File: src/hw/rsr_map.svh
`ifndef RSR_MAP_SVH
`define RSR_MAP_SVH

// =====================================================================
// register byte addresses
`define RSR_A_CHIP 8'h00
`define RSR_A_CLK 8'h04
`define RSR_A_DAC 8'h08
`define RSR_A_LEN 8'h0C
`define RSR_A_STAT 8'h10

// =====================================================================
// packet codes and positions
`define RSR_CMD_GET 8'h61
`define RSR_STATUS_OK 8'h00
`define RSR_ZERO_BYTE 8'h00
`define RSR_IDX_FIRST 6'h00
`define RSR_IDX_LAST 6'h3F
`define RSR_IDX_STAT 6'h01
`define RSR_IDX_CLEN 6'h02
`define RSR_IDX_GLEN 6'h03
`define RSR_IDX_CHIP 6'h04
`define RSR_IDX_CLK 6'h05
`define RSR_IDX_DAC 6'h06

// =====================================================================
// field positions
`define RSR_F_SER 7
`define RSR_F_SEC 1:0
`define RSR_F_DUTY 4:3
`define RSR_F_DIV 2:0
`define RSR_F_CLK 4:0
`define RSR_F_DREF 7:6
`define RSR_F_DSRC 5
`define RSR_F_DVAL 4:0
`define RSR_F_LEN_C 7:0
`define RSR_F_LEN_G 15:8
`define RSR_CHIP_MASK 8'h83

// =====================================================================
// reset values
`define RSR_CHIP_RST 8'h00
`define RSR_CLK_RST 5'h00
`define RSR_DAC_RST 8'h00
`define RSR_LEN_RST 16'h0000
`endif

File: src/hw/rsr_pkg.sv
package rsr_pkg;
	// reply engine phase
	typedef enum logic {
		RSR_TAKE_CMD,
		RSR_SEND_RSP
	} rsr_state_t;
	typedef logic [7:0] rsr_byte_t;
	typedef logic [5:0] rsr_idx_t;
endpackage

File: src/hw/rsr_top.sv
`timescale 1ns/100ps
`include "rsr_map.svh"

module rsr_top (
	// clock, enable, reset
	input wire logic CLK,
	input wire logic CE,
	input wire logic RST_N,
	// apb slave
	input wire logic PSEL,
	input wire logic PENABLE,
	input wire logic PWRITE,
	input wire logic [7:0] PADDR,
	input wire logic [31:0] PWDATA,
	output logic [31:0] PRDATA,
	output logic PREADY,
	output logic PSLVERR,
	// command bytes from the usb endpoint
	input wire logic CMD_VALID,
	input wire logic [7:0] CMD_DATA,
	output logic CMD_READY,
	// reply bytes to the usb endpoint
	output logic RSP_VALID,
	output logic [7:0] RSP_DATA,
	output logic RSP_LAST,
	input wire logic RSP_READY,
	// settings applied to the chip
	output logic SERIAL_EN,
	output logic [1:0] SEC_MODE,
	output logic [1:0] CLKOUT_DUTY,
	output logic [2:0] CLKOUT_DIV,
	output logic [1:0] DAC_REF_LEVEL,
	output logic DAC_REF_INT,
	output logic [4:0] DAC_PWRUP_VAL
);

	// =================================================================
	// reply byte builder
	// unlisted positions return zero so the host sees fixed values
	function automatic rsr_pkg::rsr_byte_t reply_byte(
		input rsr_pkg::rsr_idx_t idx,
		input logic [7:0] chip,
		input logic [4:0] clk,
		input logic [7:0] dac,
		input logic [15:0] len
	);
		rsr_pkg::rsr_byte_t b;
		b = `RSR_ZERO_BYTE;
		unique case (idx)
			`RSR_IDX_FIRST: b = `RSR_CMD_GET;
			`RSR_IDX_STAT: b = `RSR_STATUS_OK;
			`RSR_IDX_CLEN: b = len[`RSR_F_LEN_C];
			`RSR_IDX_GLEN: b = len[`RSR_F_LEN_G];
			`RSR_IDX_CHIP: b = chip & `RSR_CHIP_MASK;
			`RSR_IDX_CLK: b[`RSR_F_CLK] = clk;
			`RSR_IDX_DAC: b = dac;
			default: b = `RSR_ZERO_BYTE;
		endcase
		return b;
	endfunction

	// =================================================================
	// state
	rsr_pkg::rsr_state_t state_r;
	rsr_pkg::rsr_state_t state_nxt;
	logic [7:0] chip_cfg_r;
	logic [4:0] clk_cfg_r;
	logic [7:0] dac_cfg_r;
	logic [15:0] len_r;
	logic [5:0] cmd_idx_r;
	logic cmd_bad_r;
	logic cmd_rdy_r;
	logic [5:0] rsp_idx_r;
	logic rsp_valid_r;
	logic [7:0] rsp_data_r;
	logic rsp_last_r;
	logic last_bad_r;
	logic [7:0] rej_cnt_r;
	logic [31:0] prdata_r;
	logic pready_r;
	logic pslverr_r;

	// =================================================================
	// apb decode
	wire apb_acc = PSEL & PENABLE;
	wire pready_nxt = apb_acc & ~pready_r;
	wire apb_done = apb_acc & pready_r;
	wire hit_chip = (PADDR == `RSR_A_CHIP);
	wire hit_clk = (PADDR == `RSR_A_CLK);
	wire hit_dac = (PADDR == `RSR_A_DAC);
	wire hit_len = (PADDR == `RSR_A_LEN);
	wire hit_stat = (PADDR == `RSR_A_STAT);
	wire addr_ok = hit_chip | hit_clk | hit_dac | hit_len | hit_stat;
	// a write lands only on the completing edge of the access phase
	wire wr_en = apb_done & PWRITE;
	wire wr_chip = wr_en & hit_chip;
	wire wr_clk = wr_en & hit_clk;
	wire wr_dac = wr_en & hit_dac;
	wire wr_len = wr_en & hit_len;
	wire [31:0] rd_mux =
		hit_chip ? {24'h000000, chip_cfg_r} :
		hit_clk ? {27'h0000000, clk_cfg_r} :
		hit_dac ? {24'h000000, dac_cfg_r} :
		hit_len ? {16'h0000, len_r} :
		hit_stat ? {16'h0000, rej_cnt_r, 5'h00, cmd_rdy_r, last_bad_r,
			rsp_valid_r} :
		32'h00000000;
	wire [31:0] prdata_nxt = (pready_nxt & ~PWRITE) ? rd_mux :
		32'h00000000;
	wire pslverr_nxt = pready_nxt & ~addr_ok;

	// =================================================================
	// command intake
	// whole 64-byte frame is checked before any reply starts
	wire cmd_acc = CMD_VALID & cmd_rdy_r;
	wire cmd_first = (cmd_idx_r == `RSR_IDX_FIRST);
	wire cmd_end = cmd_acc & (cmd_idx_r == `RSR_IDX_LAST);
	wire byte_bad = cmd_first ? (CMD_DATA != `RSR_CMD_GET) :
		(CMD_DATA != `RSR_ZERO_BYTE);
	wire bad_nxt = (cmd_bad_r & ~cmd_first) | byte_bad;
	wire cmd_good = cmd_end & ~bad_nxt;
	wire cmd_rej = cmd_end & bad_nxt;

	// =================================================================
	// reply sequencing
	wire rsp_hs = rsp_valid_r & RSP_READY;
	wire rsp_done = rsp_hs & rsp_last_r;
	wire rsp_step = rsp_hs & ~rsp_last_r;
	wire rsp_load = cmd_good | rsp_step;
	wire [5:0] rsp_idx_nxt = cmd_good ? `RSR_IDX_FIRST :
		rsp_step ? rsp_idx_r + 6'h01 : rsp_idx_r;
	// bytes are built from the live registers at the moment they load
	wire [7:0] rsp_byte_nxt = reply_byte(rsp_idx_nxt, chip_cfg_r,
		clk_cfg_r, dac_cfg_r, len_r);
	wire rsp_valid_nxt = cmd_good | (rsp_valid_r & ~rsp_done);

	always_comb begin
		state_nxt = state_r;
		unique case (state_r)
			rsr_pkg::RSR_TAKE_CMD: begin
				if (cmd_good)
					state_nxt = rsr_pkg::RSR_SEND_RSP;
			end
			rsr_pkg::RSR_SEND_RSP: begin
				if (rsp_done)
					state_nxt = rsr_pkg::RSR_TAKE_CMD;
			end
		endcase
	end

	// =================================================================
	// apb response flops
	always_ff @(posedge CLK) begin
		if (!RST_N) begin
			pready_r <= 1'b0;
			prdata_r <= 32'h00000000;
			pslverr_r <= 1'b0;
		end else if (CE) begin
			pready_r <= pready_nxt;
			prdata_r <= prdata_nxt;
			pslverr_r <= pslverr_nxt;
		end
	end

	// =================================================================
	// settings registers, volatile copy that the chip runs from
	always_ff @(posedge CLK) begin
		if (!RST_N) begin
			chip_cfg_r <= `RSR_CHIP_RST;
			clk_cfg_r <= `RSR_CLK_RST;
			dac_cfg_r <= `RSR_DAC_RST;
			len_r <= `RSR_LEN_RST;
		end else if (CE) begin
			if (wr_chip)
				chip_cfg_r <= PWDATA[7:0] & `RSR_CHIP_MASK;
			if (wr_clk)
				clk_cfg_r <= PWDATA[`RSR_F_CLK];
			if (wr_dac)
				dac_cfg_r <= PWDATA[7:0];
			if (wr_len)
				len_r <= PWDATA[15:0];
		end
	end

	// =================================================================
	// command intake flops
	always_ff @(posedge CLK) begin
		if (!RST_N) begin
			cmd_idx_r <= `RSR_IDX_FIRST;
			cmd_bad_r <= 1'b0;
			cmd_rdy_r <= 1'b0;
			last_bad_r <= 1'b0;
			rej_cnt_r <= 8'h00;
		end else if (CE) begin
			if (cmd_acc) begin
				cmd_idx_r <= cmd_idx_r + 6'h01;
				cmd_bad_r <= bad_nxt;
			end
			// no intake while a reply is pending; the host waits
			cmd_rdy_r <= (state_nxt == rsr_pkg::RSR_TAKE_CMD);
			if (cmd_end)
				last_bad_r <= bad_nxt;
			if (cmd_rej)
				rej_cnt_r <= rej_cnt_r + 8'h01;
		end
	end

	// =================================================================
	// reply flops
	always_ff @(posedge CLK) begin
		if (!RST_N) begin
			state_r <= rsr_pkg::RSR_TAKE_CMD;
			rsp_idx_r <= `RSR_IDX_FIRST;
			rsp_valid_r <= 1'b0;
			rsp_data_r <= `RSR_ZERO_BYTE;
			rsp_last_r <= 1'b0;
		end else if (CE) begin
			state_r <= state_nxt;
			rsp_valid_r <= rsp_valid_nxt;
			if (rsp_load) begin
				rsp_idx_r <= rsp_idx_nxt;
				rsp_data_r <= rsp_byte_nxt;
				rsp_last_r <= (rsp_idx_nxt == `RSR_IDX_LAST);
			end else if (rsp_done) begin
				rsp_data_r <= `RSR_ZERO_BYTE;
				rsp_last_r <= 1'b0;
			end
		end
	end

	// =================================================================
	// outputs
	assign PRDATA = prdata_r;
	assign PREADY = pready_r;
	assign PSLVERR = pslverr_r;
	assign CMD_READY = cmd_rdy_r;
	assign RSP_VALID = rsp_valid_r;
	assign RSP_DATA = rsp_data_r;
	assign RSP_LAST = rsp_last_r;
	assign SERIAL_EN = chip_cfg_r[`RSR_F_SER];
	assign SEC_MODE = chip_cfg_r[`RSR_F_SEC];
	assign CLKOUT_DUTY = clk_cfg_r[`RSR_F_DUTY];
	assign CLKOUT_DIV = clk_cfg_r[`RSR_F_DIV];
	assign DAC_REF_LEVEL = dac_cfg_r[`RSR_F_DREF];
	assign DAC_REF_INT = dac_cfg_r[`RSR_F_DSRC];
	assign DAC_PWRUP_VAL = dac_cfg_r[`RSR_F_DVAL];

	// =================================================================
	// checks
	// ld_q marks the cycle after a reply byte loaded, so $past gives
	// the register values that the byte was built from
	logic ld_q;
	always_ff @(posedge CLK) begin
		if (!RST_N)
			ld_q <= 1'b0;
		else if (CE)
			ld_q <= rsp_load;
	end
endmodule

File: config.mk
export PLATFORM = sky130hd
export DESIGN_NAME = rsr_top
export DESIGN_NICKNAME = d
export VERILOG_FILES = /design/src/hw/rsr_pkg.sv /design/src/hw/rsr_top.sv
export VERILOG_INCLUDE_DIRS = /design/src /design/src/hw
export SDC_FILE = /design/constraint.sdc
export NUM_CORES = 1
export LEC_CHECK = 0
export BUFFER_PORTS_ARGS = -buffer_cell sky130_fd_sc_hd__buf_2
export CAP_MARGIN = 20
export CORE_ASPECT_RATIO = 1.75
export CORE_MARGIN = 2
export CORE_UTILIZATION = 37
export CTS_CLUSTER_SIZE = 12
export DETAILED_ROUTE_END_ITERATION = 12
export GPL_ROUTABILITY_DRIVEN = 1
export REMOVE_ABC_BUFFERS = 1
export SYNTH_ARGS = -nofsm -noshare
export SYNTH_HDL_FRONTEND = slang
export SYNTH_SLANG_ARGS = --single-unit
File: constraint.sdc
create_clock -name CLK -period 3.3 [get_ports CLK]
set_input_delay 0.165 -clock CLK [delete_from_list [all_inputs] [get_ports CLK]]
set_output_delay 0.165 -clock CLK [all_outputs]
set_load 0.03 [all_outputs]
==> flow_summary.toml <==
[timing]
drv_slew = 0
relSlewSlack_pct = 43.4
setup_viol = 0
rsz0062_at_grt = "false"
worst_pin_slew_ps = 825
period_needed_ps = 2480
fin_tns_setup_ps = 0
hold_viol = 0
fmaxAchievable_ghz = 0.403
fin_crit_sh_pct = 75.1
clock_skew_ps = 8.90

[layout]
area_growth_pct = 17.1
antenna_cells = 0
fin_util_pct = 44.6
nets = 635
final_cell_area_um2 = 4980
drive_gt1_share_pct = 21.6
n_fill_cell = 1140

[die]
rows = 51
io_pins = 117
initial_core_util_pct = 38.1
core_um2 = 11200
die-height_um = 146
die_area_um2 = 12400
die_width_um = 85.0

[logic_synthesis]
ys_types = 62
synthFlopType = "dfxtp_1"
synth_cells = 503
synth_area_um2 = 4250
syn_area_per_cell_um2 = 8.45
synth_edf_count = 0
synth_warnings = 0
yosys_register_bits = 84
synth_seq_area_share_pct = 39.6
async_flop_share_pct = 0

[drt]
drcViolationCount = 0
antenna_left = 0
wl_per_cell_um = 17.4
drtIter0Drc = 283
vias_per_cell = 5.48
vias = 3900
wirelength_mm = 12.4
first_pass_iters = 5

[critical_path]
endpoint = "RSP_DATA[7]$_SDFFE_PN0P_"
worstReg2RegEnd = "RSP_DATA[7]$_SDFFE_PN0P_"
r2r_cells = 6
critPathMaxFanout = 13
startpoint = "rsp_idx_r[0]$_SDFFE_PN0P_"
reg2reg_from = "rsp_idx_r[0]$_SDFFE_PN0P_"
crit_path_end_kind = "flip-flop"
critPathKind = "flip-flop to flip-flop"
reg2reg_slack_ps = 820
critical_path_required_ps = 3540
worstSetupStartpointType = "flip-flop"
crit_arrival_ps = 2720

[pwr]
p_leak_nw = 2.04
peakVddDrop_mv = 0.255
p_seq_share_pct = 48.3
internal_power_mw = 1.60
switchingPower_mw = 0.511
power.share.clock_pct = 46.2
power_density_nw_per_um2 = 424
switching_share_pct = 24.2
power_frac_comb_pct = 5.5

[run_status]
status = "completed"

[flow_run]
maxCapViolCount = 0

[cts]
root_buffer = "clkbuf_16"
post_cts.repair.setup_buffers = 0
numCtsBuffers = 9
cts_buffer_depth = 2
cts.clk_slew.worst_paths_ps = 70
cts_hold_buffers = 0
htreeDepth = 3
clock_sinks = 84
cts_resized = 0
tritoncts = "yes"
clkLatencyLatePin_ps = 340

[placed_design]
placedInstanceArea_um2 = 4690
hpwlAfterDp_mm = 9.28
numPortBuffers = 84
routabilityCongestion = 0.959

[min_path]
hp-class = "input pin to flip-flop"

[global_routing]
grt-ovfl-total = 0
grt_pass1_vias = 3698
grt_use_total_pct = 20.0
grt_max_degree = 44
grt_pass1_wl_mm = 19.4
grt_antenna_before_repair = 0
==> synthesized netlist by cell type (all sizes together) (2+ instances only) <==
cell type,n,share of area [%]
a22oi,16,2.8
nor4,9,1.8
dfxtp,84,40
a21oi,35,4.3
nand2b,7,1.0
a32o,2,0.47
nor3b,2,0.35
and4,3,0.62
nor2,54,4.8
or2,2,0.29
xnor2,11,2.3
mux2,6,1.6
nand3,16,2.1
or4,3,0.53
mux2i,27,6.4
xor2,3,0.62
o22ai,8,1.2
and3,7,1.0
nor3,9,1.2
a211oi,4,0.82
and2,7,1.0
or3,2,0.29
a32oi,4,0.82
nor2b,3,0.44
o31ai,2,0.35
a31oi,5,0.74
clkbuf,17,1.5
o22a,5,1.0
a22o,4,0.82
ha,4,1.2
nand2,62,5.5
buf,28,4.5
a21o,3,0.53
a2bb2oi,8,1.6
nand4,4,0.59
o21ai,15,1.8
inv,10,0.88
==> placed cells by master, fill, tap and decap left out, types with 3 or more instances in the layout <==
cell type,n
a211oi_1,3
a21o_1,3
a21oi_1,33
a22o_1,4
a22oi_1,16
a2bb2oi_1,8
a31oi_1,5
a32oi_1,4
and2_1,7
and3_1,7
and4_1,3
buf_2,84
buf_4,7
clkbuf_16,9
conb_1,16
dfxtp_1,84
ha_1,4
inv_1,9
mux2_2,6
mux2i_1,27
nand2_1,62
nand2b_1,7
nand3_1,14
nand4_1,4
nor2_1,54
nor2b_1,3
nor3_1,8
nor4_1,7
o21ai_0,14
o22a_1,5
o22ai_1,8
or4_1,3
xnor2_1,11
xor2_1,3
==> routing by layer <==
| layer | GRT usage (%) | part of all wire (%) | up-vias |
|---|---|---|---|
| met2 | 36.7 | 55 | 110 |
| li1 | - | - | 1911 |
| met4 | 7.54 | 2.2 | 0 |
| met1 | 22.7 | 39 | 1860 |
| met5 | 0 | 0 | - |
| met3 | 2.95 | 4.0 | 19 |
==> power groups by stage <==
stage	Clock, mW	Sequential (mW)	Combinational, mW
6_report	0.976	1.02	0.115
5_1_grt	1.04	1.02	0.126
4_1_cts	0.999	1.02	0.116
3_5_place_dp	0	1.04	0.116
3_3_place_gp	0	1.04	0.115
2_1_floorplan	0	1.05	0.0547
==> through the flow <==
step | power (mW) | instances | hold WS (ps) | setup slack [ps]
floorplan | 1.10 | 473 | 281 | 1040
global placement | 1.16 | 696 | 408 | 849
detailed placement | 1.16 | 696 | 413 | 798
CTS | 2.14 | 712 | 49.1 | 871
global route | 2.18 | 712 | 62.2 | 651
finish | 2.11 | 712 | 54.9 | 820
==> registers in the layout (all words and copies together) (netlist names), 5 cells and up <==
signal     count
len_r         16
dac_cfg_r      8
cmd_idx_r      6
PRDATA        16
rsp_idx_r      6
clk_cfg_r      5
rej_cnt_r      8
RSP_DATA       8
==> how the worst min path moves through the flow <==
| stage | slack (ps) | from | depth (start not counted) | endpoint |
|---|---|---|---|---|
| 6_report | 50 | PWDATA[8] | 3 | len_r[8]$_SDFFE_PN0P_ |
| 3_3_place_gp | 410 | PWDATA[15] | 3 | len_r[15]$_SDFFE_PN0P_ |
| 3_5_place_dp | 410 | PWDATA[8] | 3 | len_r[8]$_SDFFE_PN0P_ |
| 2_1_floorplan | 280 | RST_N | 2 | last_bad_r$_SDFFE_PN0P_ |
| 4_1_cts | 50 | PWDATA[8] | 3 | len_r[8]$_SDFFE_PN0P_ |
| 5_1_grt | 60 | PWDATA[15] | 3 | len_r[15]$_SDFFE_PN0P_ |
==> cells by family after synthesis <==
| kind of cell | synth area share, % |
|---|---|
| AO/OA/AOI/OAI | 18.5 |
| XOR/XNOR | 2.88 |
| adder cells (fa/ha/maj) | 1.18 |
| buffers and inverters | 6.92 |
| flip-flops | 39.6 |
| multiplexers | 7.95 |
| other | 0.0882 |
| AND/OR/NAND/NOR | 22.9 |
==> worst max-delay path: stages (launching register included) <==
cell      delay (ps)
dfxtp_1          590
ha_1             280
nand4b_1         240
a32oi_1          540
a21o_1           290
o22ai_1          150
a32o_1           280
==> cell type report <==
| type | count | area (µm²) | share of cell area (%) |
|---|---|---|---|
| sequential | 84 | 1680 | 33.8 |
| multi-input combinational | 379 | 2330 | 46.8 |
| inverter | 10 | 37.5 | 0.754 |
| timing repair buffer | 91 | 473 | 9.50 |
| clock buffer | 11 | 253 | 5.08 |
| clock inverter | 5 | 35.0 | 0.704 |
| tap | 132 | 165 | 3.32 |
No activity file was read; power rests on OpenSTA's default activity.
